$ cat config.mk
export PLATFORM = sky130hd
export DESIGN_NAME = watchdog_timer_16bit
export DESIGN_NICKNAME = d
export VERILOG_FILES = /design/src/logic/wdt_pkg.sv /design/src/logic/watchdog_timer_16bit.sv /design/src/logic/wdt_sync2.sv /design/src/logic/wdt_prescaler.sv
export VERILOG_INCLUDE_DIRS = /design/src /design/src/logic
export SDC_FILE = /design/constraint.sdc
export NUM_CORES = 1
export LEC_CHECK = 0
export BUFFER_PORTS_ARGS = -buffer_cell sky130_fd_sc_hd__buf_4
export CAP_MARGIN = 20
export CORE_UTILIZATION = 58
export DETAILED_ROUTE_END_ITERATION = 10
export GPL_TIMING_DRIVEN = 0
export PLACE_DENSITY = 0.86
export SLEW_MARGIN = 20
export SYNTH_ARGS = -nofsm -noshare
export SYNTH_HDL_FRONTEND = slang
export SYNTH_SLANG_ARGS = --single-unit
$ cat constraint.sdc
create_clock -name clk_i -period 3.9 [get_ports clk_i]
set_input_delay 0 -clock clk_i [delete_from_list [all_inputs] [get_ports clk_i]]
set_output_delay 0 -clock clk_i [all_outputs]
set_load 0.02 [all_outputs]
$ cat src/logic/wdt_defines.svh
`ifndef WDT_DEFINES_SVH
`define WDT_DEFINES_SVH

// ---------------------------------------------------------------
// register byte addresses
// ---------------------------------------------------------------
`define WDT_ADDR_RELOAD 32'hFFFF0360
`define WDT_ADDR_COUNT 32'hFFFF0364
`define WDT_ADDR_CONTROL 32'hFFFF0368
`define WDT_ADDR_SERVICE 32'hFFFF036C

// ---------------------------------------------------------------
// reset values
// ---------------------------------------------------------------
`define WDT_RELOAD_RST 16'h0040
`define WDT_COUNT_RST 16'h0040
`define WDT_CONTROL_RST 16'h0000

// ---------------------------------------------------------------
// control field positions
// ---------------------------------------------------------------
`define WDT_CTL_STOP_PD 0
`define WDT_CTL_IRQ_EN 1
`define WDT_CTL_PRE_LO 2
`define WDT_CTL_PRE_HI 3
`define WDT_CTL_WD_MODE 5
`define WDT_CTL_PERIODIC 6
`define WDT_CTL_ENABLE 7
`define WDT_CTL_COUNT_UP 8
// bits that store a value; 15..9 and 4 read as zero
`define WDT_CTL_WMASK 16'h01EF

// ---------------------------------------------------------------
// prescaler codes and division counts
// ---------------------------------------------------------------
`define WDT_PRE_DIV1 2'h0
`define WDT_PRE_DIV16 2'h1
`define WDT_PRE_DIV256 2'h2
`define WDT_PRE_RSVD 2'h3
`define WDT_DIV16_CNT 8'h0F
`define WDT_DIV256_CNT 8'hFF

// ---------------------------------------------------------------
// counter limits and oscillator rate
// ---------------------------------------------------------------
`define WDT_COUNT_MAX 16'hFFFF
`define WDT_COUNT_ZERO 16'h0000
`define WDT_OSC_HZ 32768

`endif

$ cat src/logic/wdt_pkg.sv
package wdt_pkg;

  // control register as carried inside the block
  typedef struct packed {
    logic [6:0] rsvd_hi;
    logic count_up;
    logic enable;
    logic periodic;
    logic wd_mode;
    logic rsvd_4;
    logic [1:0] prescale;
    logic irq_en;
    logic stop_in_powerdown;
  } ctrl_s;

  // one decoded bus access
  typedef struct packed {
    logic wr;
    logic rd;
    logic [3:0] sel;
    logic [31:0] data;
  } bus_req_s;

  typedef enum logic [2:0] {
    REG_RELOAD,
    REG_COUNT,
    REG_CONTROL,
    REG_SERVICE,
    REG_NONE
  } reg_sel_e;

endpackage

$ cat src/logic/watchdog_timer_16bit.sv
// Register access over Wishbone was chosen for this implementation.
`timescale 1ns/1ps
`include "wdt_defines.svh"

module watchdog_timer_16bit
  import wdt_pkg::*;
#(
  parameter int CNT_WIDTH = 16
) (
  // clock, power-on reset, clock enable
  input wire logic clk_i,
  input wire logic rst_i,
  input wire logic ce_i,
  // reset from any other source
  input wire logic core_rst_i,
  // wishbone classic slave
  input wire logic cyc_i,
  input wire logic stb_i,
  input wire logic we_i,
  input wire logic [31:0] adr_i,
  input wire logic [3:0] sel_i,
  input wire logic [31:0] dat_i,
  output logic [31:0] dat_o,
  output logic ack_o,
  // oscillator and system conditions
  input wire logic lp_osc_i,
  input wire logic debug_halt_i,
  input wire logic periph_powerdown_i,
  // results
  output logic wd_reset_o,
  output logic timer_irq_o,
  output logic wd_locked_o
);

  // ---------------------------------------------------------------
  // state
  // ---------------------------------------------------------------
  logic [CNT_WIDTH-1:0] reload_reg;
  logic [CNT_WIDTH-1:0] count_reg;
  logic [CNT_WIDTH-1:0] count_next;
  ctrl_s ctrl_reg;
  logic lock_reg;
  logic irq_reg;
  logic wd_reset_reg;
  logic ack_reg;
  logic [31:0] rdata_reg;
  logic osc_last_reg;

  logic osc_sync;
  logic halt_sync;
  logic osc_edge;
  logic run;
  logic tick;
  logic at_limit;
  logic expire;
  logic service_wr;
  bus_req_s req;
  reg_sel_e target;

  // ---------------------------------------------------------------
  // helpers
  // ---------------------------------------------------------------
  function automatic logic [15:0] merge_lanes(
    input logic [15:0] old_val,
    input logic [31:0] wdata,
    input logic [3:0] sel
  );
    logic [15:0] res;
    res = old_val;
    if (sel[0]) begin
      res[7:0] = wdata[7:0];
    end
    if (sel[1]) begin
      res[15:8] = wdata[15:8];
    end
    return res;
  endfunction

  function automatic reg_sel_e decode(input logic [31:0] addr);
    reg_sel_e r;
    case (addr)
      `WDT_ADDR_RELOAD: r = REG_RELOAD;
      `WDT_ADDR_COUNT: r = REG_COUNT;
      `WDT_ADDR_CONTROL: r = REG_CONTROL;
      `WDT_ADDR_SERVICE: r = REG_SERVICE;
      default: r = REG_NONE;
    endcase
    return r;
  endfunction

  // ---------------------------------------------------------------
  // pin synchronisers
  // ---------------------------------------------------------------
  wdt_sync2 #(
    .WIDTH(2)
  ) u_sync (
    .clk_i(clk_i),
    .ce_i(ce_i),
    .async_i({lp_osc_i, debug_halt_i}),
    .sync_o({osc_sync, halt_sync})
  );

  always_ff @(posedge clk_i) begin
    if (rst_i) begin
      osc_last_reg <= 1'b0;
    end else if (ce_i) begin
      osc_last_reg <= osc_sync;
    end
  end

  // rising edge of the slow oscillator, one cycle wide
  assign osc_edge = osc_sync && !osc_last_reg;

  // ---------------------------------------------------------------
  // run conditions and prescaler
  // ---------------------------------------------------------------
  // enable, debug halt and power-down (with stop_in_powerdown set) stop; all else keeps counting
  assign run = ctrl_reg.enable
    && !halt_sync
    && !(periph_powerdown_i && ctrl_reg.stop_in_powerdown);

  wdt_prescaler u_prescaler (
    .clk_i(clk_i),
    .rst_i(rst_i),
    .ce_i(ce_i),
    .osc_edge_i(osc_edge),
    .run_i(run),
    .prescale_i(ctrl_reg.prescale),
    .tick_o(tick)
  );

  // ---------------------------------------------------------------
  // bus decode
  // ---------------------------------------------------------------
  always_comb begin
    req.wr = cyc_i && stb_i && we_i && !ack_reg;
    req.rd = cyc_i && stb_i && !we_i && !ack_reg;
    req.sel = sel_i;
    req.data = dat_i;
  end

  assign target = decode(adr_i);
  // any write, any lanes, counts as service
  assign service_wr = req.wr && (target == REG_SERVICE);

  // ---------------------------------------------------------------
  // counter
  // ---------------------------------------------------------------
  // watchdog mode always counts down to zero
  assign at_limit = (ctrl_reg.count_up && !ctrl_reg.wd_mode) ?
    (count_reg == `WDT_COUNT_MAX) : (count_reg == `WDT_COUNT_ZERO);
  assign expire = tick && at_limit;

  always_comb begin
    count_next = count_reg;
    if (ctrl_reg.wd_mode) begin
      if (expire) begin
        count_next = reload_reg;
      end else if (tick) begin
        count_next = count_reg - 16'h0001;
      end
    end else if (expire) begin
      if (ctrl_reg.periodic) begin
        count_next = reload_reg;
      end else if (ctrl_reg.count_up) begin
        count_next = `WDT_COUNT_ZERO;
      end else begin
        count_next = `WDT_COUNT_MAX;
      end
    end else if (tick) begin
      if (ctrl_reg.count_up) begin
        count_next = count_reg + 16'h0001;
      end else begin
        count_next = count_reg - 16'h0001;
      end
    end
  end

  // in watchdog mode, servicing wins over a tick in the same cycle
  always_ff @(posedge clk_i) begin
    if (rst_i) begin
      count_reg <= `WDT_COUNT_RST;
    end else if (ce_i) begin
      if (core_rst_i && !lock_reg) begin
        count_reg <= `WDT_COUNT_RST;
      end else if (service_wr && ctrl_reg.wd_mode) begin
        count_reg <= reload_reg;
      end else begin
        count_reg <= count_next;
      end
    end
  end

  // ---------------------------------------------------------------
  // configuration and lock
  // ---------------------------------------------------------------
  // lock only clears at power-on; other resets leave it alone
  always_ff @(posedge clk_i) begin
    if (rst_i) begin
      lock_reg <= 1'b0;
    end else if (ce_i && ctrl_reg.wd_mode) begin
      lock_reg <= 1'b1;
    end
  end

  always_ff @(posedge clk_i) begin
    if (rst_i) begin
      reload_reg <= `WDT_RELOAD_RST;
    end else if (ce_i && !lock_reg) begin
      if (core_rst_i) begin
        reload_reg <= `WDT_RELOAD_RST;
      end else if (req.wr && target == REG_RELOAD) begin
        reload_reg <= merge_lanes(reload_reg, req.data, req.sel);
      end
    end
  end

  always_ff @(posedge clk_i) begin
    if (rst_i) begin
      ctrl_reg <= ctrl_s'(`WDT_CONTROL_RST);
    end else if (ce_i && !lock_reg) begin
      if (core_rst_i) begin
        ctrl_reg <= ctrl_s'(`WDT_CONTROL_RST);
      end else if (req.wr && target == REG_CONTROL) begin
        // reserved bits never store, so they read back as zero
        ctrl_reg <= ctrl_s'(merge_lanes(ctrl_reg, req.data, req.sel)
          & `WDT_CTL_WMASK);
      end
    end
  end

  // ---------------------------------------------------------------
  // interrupt and reset request
  // ---------------------------------------------------------------
  // expiry beats a service write landing in the same cycle
  always_ff @(posedge clk_i) begin
    if (rst_i) begin
      irq_reg <= 1'b0;
    end else if (ce_i) begin
      if (expire && (!ctrl_reg.wd_mode || ctrl_reg.irq_en)) begin
        irq_reg <= 1'b1;
      end else if (core_rst_i && !lock_reg) begin
        irq_reg <= 1'b0;
      end else if (service_wr) begin
        irq_reg <= 1'b0;
      end
    end
  end

  // expire already implies enable, since tick needs run
  always_ff @(posedge clk_i) begin
    if (rst_i) begin
      wd_reset_reg <= 1'b0;
    end else if (ce_i) begin
      wd_reset_reg <= expire && ctrl_reg.wd_mode && ctrl_reg.enable
        && !ctrl_reg.irq_en;
    end
  end

  assign wd_reset_o = wd_reset_reg;
  assign timer_irq_o = irq_reg;
  assign wd_locked_o = lock_reg;

  // ---------------------------------------------------------------
  // bus answer
  // ---------------------------------------------------------------
  // one wait state; ack drops the cycle after it is given
  always_ff @(posedge clk_i) begin
    if (rst_i) begin
      ack_reg <= 1'b0;
    end else if (ce_i) begin
      ack_reg <= req.wr || req.rd;
    end
  end

  always_ff @(posedge clk_i) begin
    if (rst_i) begin
      rdata_reg <= 32'h00000000;
    end else if (ce_i && req.rd) begin
      case (target)
        REG_RELOAD: rdata_reg <= {16'h0000, reload_reg};
        REG_COUNT: rdata_reg <= {16'h0000, count_reg};
        REG_CONTROL: rdata_reg <= {16'h0000, 16'(ctrl_reg)};
        default: rdata_reg <= 32'h00000000;
      endcase
    end
  end

  assign ack_o = ack_reg;
  assign dat_o = rdata_reg;

endmodule

$ cat src/logic/wdt_sync2.sv
`timescale 1ns/1ps

module wdt_sync2 #(
  parameter int WIDTH = 1
) (
  // clock
  input wire logic clk_i,
  input wire logic ce_i,
  // asynchronous levels in, synchronised levels out
  input wire logic [WIDTH-1:0] async_i,
  output logic [WIDTH-1:0] sync_o
);

  logic [WIDTH-1:0] meta_reg;

  // first stage feeds only the second stage
  always_ff @(posedge clk_i) begin
    if (ce_i) begin
      meta_reg <= async_i;
      sync_o <= meta_reg;
    end
  end

endmodule

$ cat src/logic/wdt_prescaler.sv
`timescale 1ns/1ps
`include "wdt_defines.svh"

module wdt_prescaler
  import wdt_pkg::*;
(
  // clock and reset
  input wire logic clk_i,
  input wire logic rst_i,
  input wire logic ce_i,
  // oscillator edge and division select
  input wire logic osc_edge_i,
  input wire logic run_i,
  input wire logic [1:0] prescale_i,
  // one cycle count tick
  output logic tick_o
);

  logic [7:0] div_reg;
  logic [7:0] limit;

  always_comb begin
    case (prescale_i)
      `WDT_PRE_DIV16: limit = `WDT_DIV16_CNT;
      `WDT_PRE_DIV256: limit = `WDT_DIV256_CNT;
      default: limit = 8'h00;
    endcase
  end

  // reserved code behaves as divide by one
  always_ff @(posedge clk_i) begin
    if (rst_i) begin
      div_reg <= 8'h00;
    end else if (ce_i && run_i && osc_edge_i) begin
      if (div_reg >= limit) begin
        div_reg <= 8'h00;
      end else begin
        div_reg <= div_reg + 8'h01;
      end
    end
  end

  assign tick_o = run_i && osc_edge_i && (div_reg >= limit);

endmodule

==> impl_metrics.ini, run 1 <==
[sta]
finalSetupViolCount = 0
layout_min_cycle_time_ns = 3.20
final-hold-violation-count = 0
period_share = 0.820
max-slew-margin-rel = 0.503
tightestPinTransition_ns = 0.745
tns_ns = 0
slew_violations = 0
max_clock_freq_mhz = 313
fin_skew_ns = 0.00854
setup_slack_ns = 0.702
rsz0062_at_grt = no
holdWs_ns = 0.0403

[pwr]
netSwitchingPower_mw = 0.401
power.total_mw = 1.57
powerDensity_nw_per_um2 = 281
p_comb_frac = 0.119
ir_worst_vdd_v = 0.000202
clkPwrFrac = 0.388
seqPwrFrac = 0.492
power_leakage_nw = 2.21
sw_frac_of_total = 0.256
internal_power_mw = 1.17

[placed_design]
place.gp.congestion = 0.907
hpwl_um = 9710
port_buffers = 77
placedCellCount = 741
placed_cell_area_um2 = 5270
place_ws_ns = 0.745

[route]
wirelength_um = 13100
wl_per_cell_um = 17.0
drc = 0
dr.pass1.iters = 6
vias = 4640
via_per_inst = 6.03
drtIter0Drc = 276
postRouteAntennaNets = 0

[worst_setup_path]
cpMaxStageDelayCell = clkbuf_1
cp-end-kind = flop
timing_worst_setup_path_type = reg2reg
path_cells = inv_1 -> ha_1 -> inv_1 -> ha_1 -> and4_1 -> and4b_1 -> a22o_1 -> o31a_1 -> nor2_1 -> clkbuf_1 -> o21ai_0 -> nand2_1
cp_data_arrival_time_ns = 3.49
cp_max_fo = 10
cp-start-kind = flop
cp.required_ns = 4.19
critPathMaxStageDelay_ns = 0.48

[synth]
ys_seq_elements = 73
synth_top_area_cell = dfxtp_1
synth_area_leaders = dfxtp_1, mux2i_1, nor2_1, o21ai_0, nand2_1
synth_edf_count = 4
synth.avg_cell_area_um2 = 8.20
ys_types = 69
syn-cell-area_um2 = 4510
syn_inst = 550
synth_top_area_share = 0.306
ys.flop_type = dfxtp_1
seq_area_frac_synth = 0.333
async_reset_ff_frac = 0
yosysWarningCount = 0

[die]
dieArea_um2 = 8130
dieHeight_um = 90.2
rows = 31
io_pins = 114
placeableCoreArea_um2 = 7370
start_util = 0.612
die_x_um = 90.2

[layout]
drive_gt1_frac = 0.200
nets = 753
postLayoutCellArea_um2 = 5590
utilization = 0.758
n_fill_cell = 547
diodes = 0
syn_to_final_growth_pct = 23.9
fin_cells = 769

[cts]
cts-root-buf = clkbuf_8
ctsHtreeMaxLevel = 3
clk_pin_slew_ns = 0.08
cts_tree = built
cts_resized = 0
cts_sinks = 73
cts_buffers = 9
post_cts_buffers = 0
hold_buffers = 12
clkLatencyLatePin_ns = 0.36
clock_path_buffers = 2

[min_path]
min_path_type = in2reg

[global_route]
grt_max_degree = 14
grt_util_all_layers = 0.328
grt_pass1_wl_um = 21200
grt-ovfl-total = 0
grt_pass1_vias = 4434
antenna_found_initial = 0

[flow_run]
cap_violations = 0

[status]
status = completed
-- cell type report --
cell class                 instances  area (um2)  share of cell area
timing repair buffer              89         698               0.125
sequential                        73        1500               0.269
multi-input combinational        432        2750               0.492
inverter                          11        41.3             0.00739
buffer                            49         277              0.0495
clock inverter                     4        53.8             0.00963
clock buffer                      12         145              0.0260
tap                               99         124              0.0222
-- critical path: cells and delay by family, from the launching register on --
| family | cells | cell delay [ns] |
|---|---|---|
| DFF | 1 | 0.38 |
| buffers and inverters | 3 | 0.65 |
| AOI/OAI and AO/OA | 3 | 0.74 |
| and+or+nand+nor | 4 | 0.91 |
| adders and majority gates | 2 | 0.44 |
-- power groups by stage --
stage               sequential (mW)  clock, mW  combinational, mW
global placement              0.788          0              0.169
CTS                           0.771      0.611              0.183
finish                        0.772      0.609              0.187
detailed placement            0.789          0              0.173
floorplan                     0.786          0              0.101
global route                  0.773      0.636              0.200
-- cells by family (layout without fill, tap and decap cells) --
logic type                 after synthesis  count (layout)  synth area share
and+or+nand+nor                        223             223             0.264
AOI/OAI and AO/OA                      137             137             0.206
DFF                                     73              73             0.333
buffers and inverters                   60             165            0.0705
muxes                                   33              33            0.0733
xor gates and xnor gates                13              13            0.0252
adders and majority gates               10              10            0.0277
other                                    1              16          0.000832
-- cell usage after synthesis, types with 11 or more instances --
library cell  instances
a21oi_1              29
dfxtp_1              69
nor2_1               70
nand3_1              19
nand2_1              45
a22oi_1              18
buf_4                19
clkbuf_1             21
o21ai_0              40
inv_1                11
mux2i_1              33
-- layout by cell type (no fill, tap or decap), types with 6 or more instances in the layout --
master,synthesis,final
buf_4,19,96
nor2_1,70,70
dfxtp_1,69,69
nand2_1,45,45
o21ai_0,40,40
mux2i_1,33,33
a21oi_1,29,29
clkbuf_1,21,23
nand3_1,19,19
a22oi_1,18,18
conb_1,1,16
dlygate4sd3_1,0,12
inv_1,11,11
nor3_1,10,10
nor2b_1,10,10
ha_1,10,10
clkbuf_8,0,10
nand3b_1,9,9
xnor2_1,7,7
and2_1,7,7
and3_1,6,6
xor2_1,6,6
-- path summary, 6_finish.rpt --
kind         depth (start not counted)               start          endpoint  slack, ns
max                                 12         ctrl_reg[2]     count_reg[11]       0.70
min                                  3            sel_i[0]       ctrl_reg[6]       0.04
max reg2reg                         12         ctrl_reg[2]     count_reg[11]       0.70
min reg2reg                          0  u_sync.meta_reg[1]  u_sync.sync_o[1]       0.43
-- layer usage --
layer,track usage,part of all wire
met3,0.0525,0.095
met1,0.415,0.42
met4,0.155,0.025
met5,0,0
met2,0.545,0.46
Power figures use the tool's default switching activity.
==> inputs of run 2 (changes only) <==
- CORE_UTILIZATION: 58 -> 49
- PLACE_DENSITY: 0.86 -> 0.77
- clock period: 3.9 -> 2.9 ns (I/O delays scaled with it)
==> impl_metrics.ini, run 2 (synthesis gave the netlist of run 1 again) <==
[route]
wl_met3_um = 983
top_layer = met4
drtIter0Drc = 460
wl_per_cell_um = 16.8
wl_met2_um = 6250
routedLengthMet1_um = 5600
postRouteAntennaNets = 0
via_per_inst = 5.87
vias = 4584
dr.pass1.iters = 8
wirelength_um = 13100
drc = 3

[cts]
cts_buffers = 9
cts_tree = built
cts_sinks = 73
clk_pin_slew_ns = 0.09
cts-root-buf = clkbuf_8
ctsHtreeMaxLevel = 3
clkLatencyLatePin_ns = 0.38
clock_path_buffers = 2

[worst_setup_path]
crit_buf_inv = 2
cpMaxStageDelayCell = dfxtp_1
cp-start-kind = flop
cp_data_arrival_time_ns = 3.03
timing_worst_setup_path_type = reg2reg
cp.required_ns = 3.16
cp_max_fo = 7
cp-end-kind = flop
critPathMaxStageDelay_ns = 0.37
path_cells = inv_1 -> ha_1 -> inv_1 -> ha_1 -> and4_1 -> and4b_1 -> a22oi_2 -> a21oi_2 -> a21oi_4 -> nor2_1 -> a221o_1
crit_family = compound AO/OA/AOI/OAI gates

[die]
start_util = 0.512
io_pins = 114
dieArea_um2 = 9590
dieHeight_um = 97.9
die_x_um = 97.9
placeableCoreArea_um2 = 8810
rows = 34

[layout]
syn_to_final_growth_pct = 25.8
n_fill_cell = 723
nets = 756
mostFrequentLayoutCells = buf_4, nor2_1, dfxtp_1
postLayoutCellArea_um2 = 5670
layout_commonest_cell = buf_4
seqCellArea_um2 = 1500
diodes = 0
drive_gt1_frac = 0.212
multi_input_area_um2 = 2780
fin_cells = 781

[global_route]
grt_max_degree = 16
grt_util_all_layers = 0.277
grt_pass1_vias = 4302
antenna_found_initial = 0
grt-ovfl-total = 0
grt_pass1_wl_um = 20900

[sta]
final-hold-violation-count = 0
fin_skew_ns = 0.0110
finalSetupViolCount = 0
max-slew-margin-rel = 0.488
holdWs_ns = 0.0442
tightestPinTransition_ns = 0.768
period_share = 0.954
max_clock_freq_mhz = 362
tns_ns = 0
layout_min_cycle_time_ns = 2.77
slew_violations = 0

[status]
status = complete, but fails checks
violations = design-rule violations

[pwr]
ir_worst_vdd_v = 0.000267
power_leakage_nw = 2.24
powerDensity_nw_per_um2 = 383

[placed_design]
placed_cell_area_um2 = 5280
port_buffers = 77
hpwl_um = 9630
place.gp.congestion = 0.898
placedCellCount = 750

[min_path]
min_path_type = in2reg

[flow_run]
cap_violations = 0
run 2: changes by cell type in the layout (fill, tap and decap cells not counted), sizes merged:
cell         previous run  this run
dlygate4sd3            12        13
clkbuf                 34        31
clkinv                  1         0
inv                    11        15
buf                   104       106
run 2: report_power, final:
group / internal (mW) / leakage (nW) / switching, mW
Sequential: 1.03 / 0.596 / 0.0124
Combinational: 0.123 / 1.54 / 0.132
Clock: 0.415 / 0.100 / 0.466
Total: 1.56 / 2.24 / 0.611
run 2: path summary, 6_finish.rpt:
| check | slack (ns) | cells past startpoint | end | startpoint |
|---|---|---|---|---|
| worst max-delay path | 0.13 | 11 | count_reg[12] | ctrl_reg[2] |
| worst min-delay path | 0.04 | 5 | ack_o | stb_i |
| worst max register to register | 0.13 | 11 | count_reg[12] | ctrl_reg[2] |
| worst min register to register | 0.43 | 0 | u_sync.sync_o[0] | u_sync.meta_reg[0] |
run 2: per-stage QoR:
stage	setup WS [ns]	total power [mW]	util
3_3_place_gp	-0.147	1.29	0.599
3_5_place_dp	-0.193	1.29	0.599
5_1_grt	-0.00335	2.24	0.644
6_report	0.134	2.17	0.644
2_1_floorplan	0.385	1.19	-
4_1_cts	0.0613	2.16	0.639
run 2: timing repair:
| action | 4_1_cts | 5_1_grt |
|---|---|---|
| hold endpoints to repair | 16 | 0 |
| setup endpoints to repair | 10 | 16 |
| pin swaps | 0 | 1 |
| setup buffers | 0 | 2 |
| hold buffers | 13 | 0 |
| resized for setup | 3 | 8 |
| cloned | 0 | 0 |
run 2: metal layers:
layer  vias to the layer above  global-route usage
li1                       2205                   -
met1                      2108               0.350
met2                       240               0.469
met3                        31              0.0487
met4                         0               0.105
met5                         -                   0
run 2: worst reg2reg max path, delay by kind of cell (launching register included):
family	cells	cell delay [ns]
simple gates	3	0.53
fa+ha+maj	2	0.47
buf+inv	2	0.19
compound gates	4	1.12
flops	1	0.37
run 2: layout make-up:
class / count / share of cell area
Buffer: 49 / 0.0494
Timing Repair Buffer: 92 / 0.127
Clock inverter: 7 / 0.0150
Tap cell: 108 / 0.0238
Clock buffer: 9 / 0.0218
Multi-Input combinational cell: 432 / 0.491
Sequential cell: 73 / 0.265
Inverter: 11 / 0.00728
==> inputs of run 3 (changes only) <==
- CORE_UTILIZATION: 49 -> 48
- PLACE_DENSITY: 0.77 -> 0.76
- SYNTH_HIERARCHICAL: unset -> 1
==> impl_metrics.ini, run 3 <==
[global_route]
grt_util_all_layers = 0.276
grt_max_degree = 14
grt_pass1_vias = 4428
grt_pass1_wl_um = 21300
grt-ovfl-total = 0
antenna_found_initial = 0

[worst_setup_path]
critPathMaxStageDelay_ns = 0.34
cp-end-kind = flop
timing.rr.start = ctrl_reg[2]
cp_data_arrival_time_ns = 3.34
timing.rr.end = count_reg[12]
cp-start-kind = flop
path_cells = inv_2 -> ha_4 -> clkinvlp_4 -> ha_4 -> nand4_1 -> o311ai_4 -> and3_4 -> inv_4 -> nor3b_4 -> a32oi_2 -> and2_4 -> buf_6 -> a211o_1 -> a32o_1
cp.required_ns = 3.16
cpMaxStageDelayCell = dfxtp_2
r2r_slack_ns = -0.17
r2r_cells = 14
cp_max_fo = 6
cp_common_cell = ha_4
timing_worst_setup_path_type = reg2reg

[die]
io_pins = 114
placeableCoreArea_um2 = 8760
dieArea_um2 = 9520
rows = 34
start_util = 0.500
dieHeight_um = 97.6
die_x_um = 97.6

[min_path]
whs_endpoint = u_prescaler/div_reg[1]
min_path_type = in2reg
min_from = rst_i
hold_depth = 2

[layout]
n_fill_cell = 691
drive_gt1_frac = 0.299
mostFrequentLayoutCells = buf_4, dfxtp_1, nand2_1
fin_cells = 760
diodes = 0
seqCellArea_um2 = 1510
utilization = 0.669
layout_commonest_cell = buf_4
syn_to_final_growth_pct = 33.8
nets = 735
multi_input_area_um2 = 2790

[status]
violations = negative setup slack
status = complete, but fails checks

[sta]
max-slew-margin-rel = 0.377
tns_ns = -1.16
final-hold-violation-count = 0
setup_slack_ns = -0.174
slew_violations = 0
period_share = 1.06
rsz0062_at_grt = yes
finalSetupViolCount = 10
layout_min_cycle_time_ns = 3.07
max_clock_freq_mhz = 325
tightestPinTransition_ns = 0.934
fin_skew_ns = 0.00999

[synth]
ys_seq_elements = 73
ys.flop_type = dfxtp_1
syn_inst = 512
synth_top_area_share = 0.315
ys_types = 75
async_reset_ff_frac = 0
synth_most_common_cell = dfxtp_1
yosysWarningCount = 6
synth_area_leaders = dfxtp_1, nand2_1, a22o_1, ha_1, buf_4
synth_edf_count = 4
seq_area_frac_synth = 0.342
synth.avg_cell_area_um2 = 8.56
synth_common_cells = dfxtp_1, nand2_1, nor2_1
synth_top_area_cell = dfxtp_1
syn-cell-area_um2 = 4380

[pwr]
power.total_mw = 2.11
ir_worst_vdd_v = 0.000325
powerDensity_nw_per_um2 = 360
power_leakage_nw = 2.35

[route]
dr.pass1.iters = 7
vias = 4619
drc = 0
via_per_inst = 6.08
postRouteAntennaNets = 0
wirelength_um = 13400
drtIter0Drc = 375
wl_per_cell_um = 17.6

[cts]
clk_pin_slew_ns = 0.08
cts-root-buf = clkbuf_8
ctsHtreeMaxLevel = 3
cts_buffers = 9
clkLatencyLatePin_ns = 0.37
cts_sinks = 73
clock_path_buffers = 2
cts_tree = built

[placed_design]
port_buffers = 77
place.gp.congestion = 0.937
placedCellCount = 712
hpwl_um = 9610
place_ws_ns = -0.423

[flow_run]
cap_violations = 0
## run 3: changes by cell type in the layout (fill, tap and decap cells not counted), moves of 9 or more
cell | previous run | this run
a22o_1 | 1 | 25
a22oi_1 | 18 | 9
buf_2 | 4 | 13
mux2i_1 | 33 | 7
nand2_1 | 45 | 61
nor2_1 | 69 | 29
o21ai_0 | 39 | 15
## run 3: where the power goes
part / leakage, nW / total (mW) / switching, mW / internal (mW)
combinational: 1.65 / 0.196 / 0.0942 / 0.101
sequential: 0.596 / 1.02 / 0.00212 / 1.02
clock: 0.106 / 0.898 / 0.414 / 0.484
total: 2.35 / 2.11 / 0.510 / 1.60
## run 3: worst max path at each step
stage | start | to | slack (ns) | cells after the start
2_1_floorplan | ctrl_reg[2] | count_reg[4] | -0.15 | 15
3_3_place_gp | ctrl_reg[2] | count_reg[8] | -0.37 | 16
3_5_place_dp | ctrl_reg[2] | count_reg[8] | -0.42 | 16
4_1_cts | ctrl_reg[2] | count_reg[12] | -0.14 | 15
5_1_grt | ctrl_reg[2] | count_reg[12] | -0.27 | 14
6_report | ctrl_reg[2] | count_reg[12] | -0.17 | 14
## run 3: metal layers
metal  routed length, um  vias up  share of wire  track usage
met5                   0        -              0            0
met1                5250     2182           0.39        0.325
met3                 969       56          0.072       0.0640
met2                6700      241           0.50        0.479
li1                    -     2140              -            -
met4                 455        0          0.034        0.118
## run 3: area by class of cell
type | count | area share
Buffer | 49 | 0.0480
Clock inverter | 7 | 0.0160
Inverter | 13 | 0.00939
Multi-Input combinational cell | 391 | 0.476
Tap cell | 108 | 0.0230
Timing Repair Buffer | 110 | 0.149
Sequential cell | 73 | 0.257
Clock buffer | 9 | 0.0211
## run 3: worst max-delay path: cells and delay by family (launching register included)
kind	cells	cell delay, ns
compound gates	4	0.95
fa+ha+maj	2	0.46
flops	1	0.34
buf+inv	4	0.42
simple gates	4	0.81
## run 3: cell families after synthesis
group           after synthesis  synth area share
other cells                   1          0.000855
compound gates              146             0.255
buf+inv                      63            0.0733
mux                           7            0.0160
simple gates                192             0.244
fa+ha+maj                    10            0.0285
flops                        73             0.342
xor+xnor                     20            0.0400
## run 3: repair_timing
| item | CTS | global route |
|---|---|---|
| pin swaps | 7 | 8 |
| hold buffers | 21 | 0 |
| gates cloned | 1 | 0 |
| resized for setup | 5 | 26 |
| hold endpoints to repair | 30 | 0 |
| setup buffers | 6 | 5 |
| setup endpoints to repair | 17 | 17 |
## run 3: through the flow
stage / hold slack, ns / area (um2)
floorplan: 0.0989 / 4500
global placement: 0.180 / 5210
detailed placement: 0.179 / 5210
CTS: 0.0321 / 5710
global route: 0.0535 / 5860
finish: 0.0315 / 5860
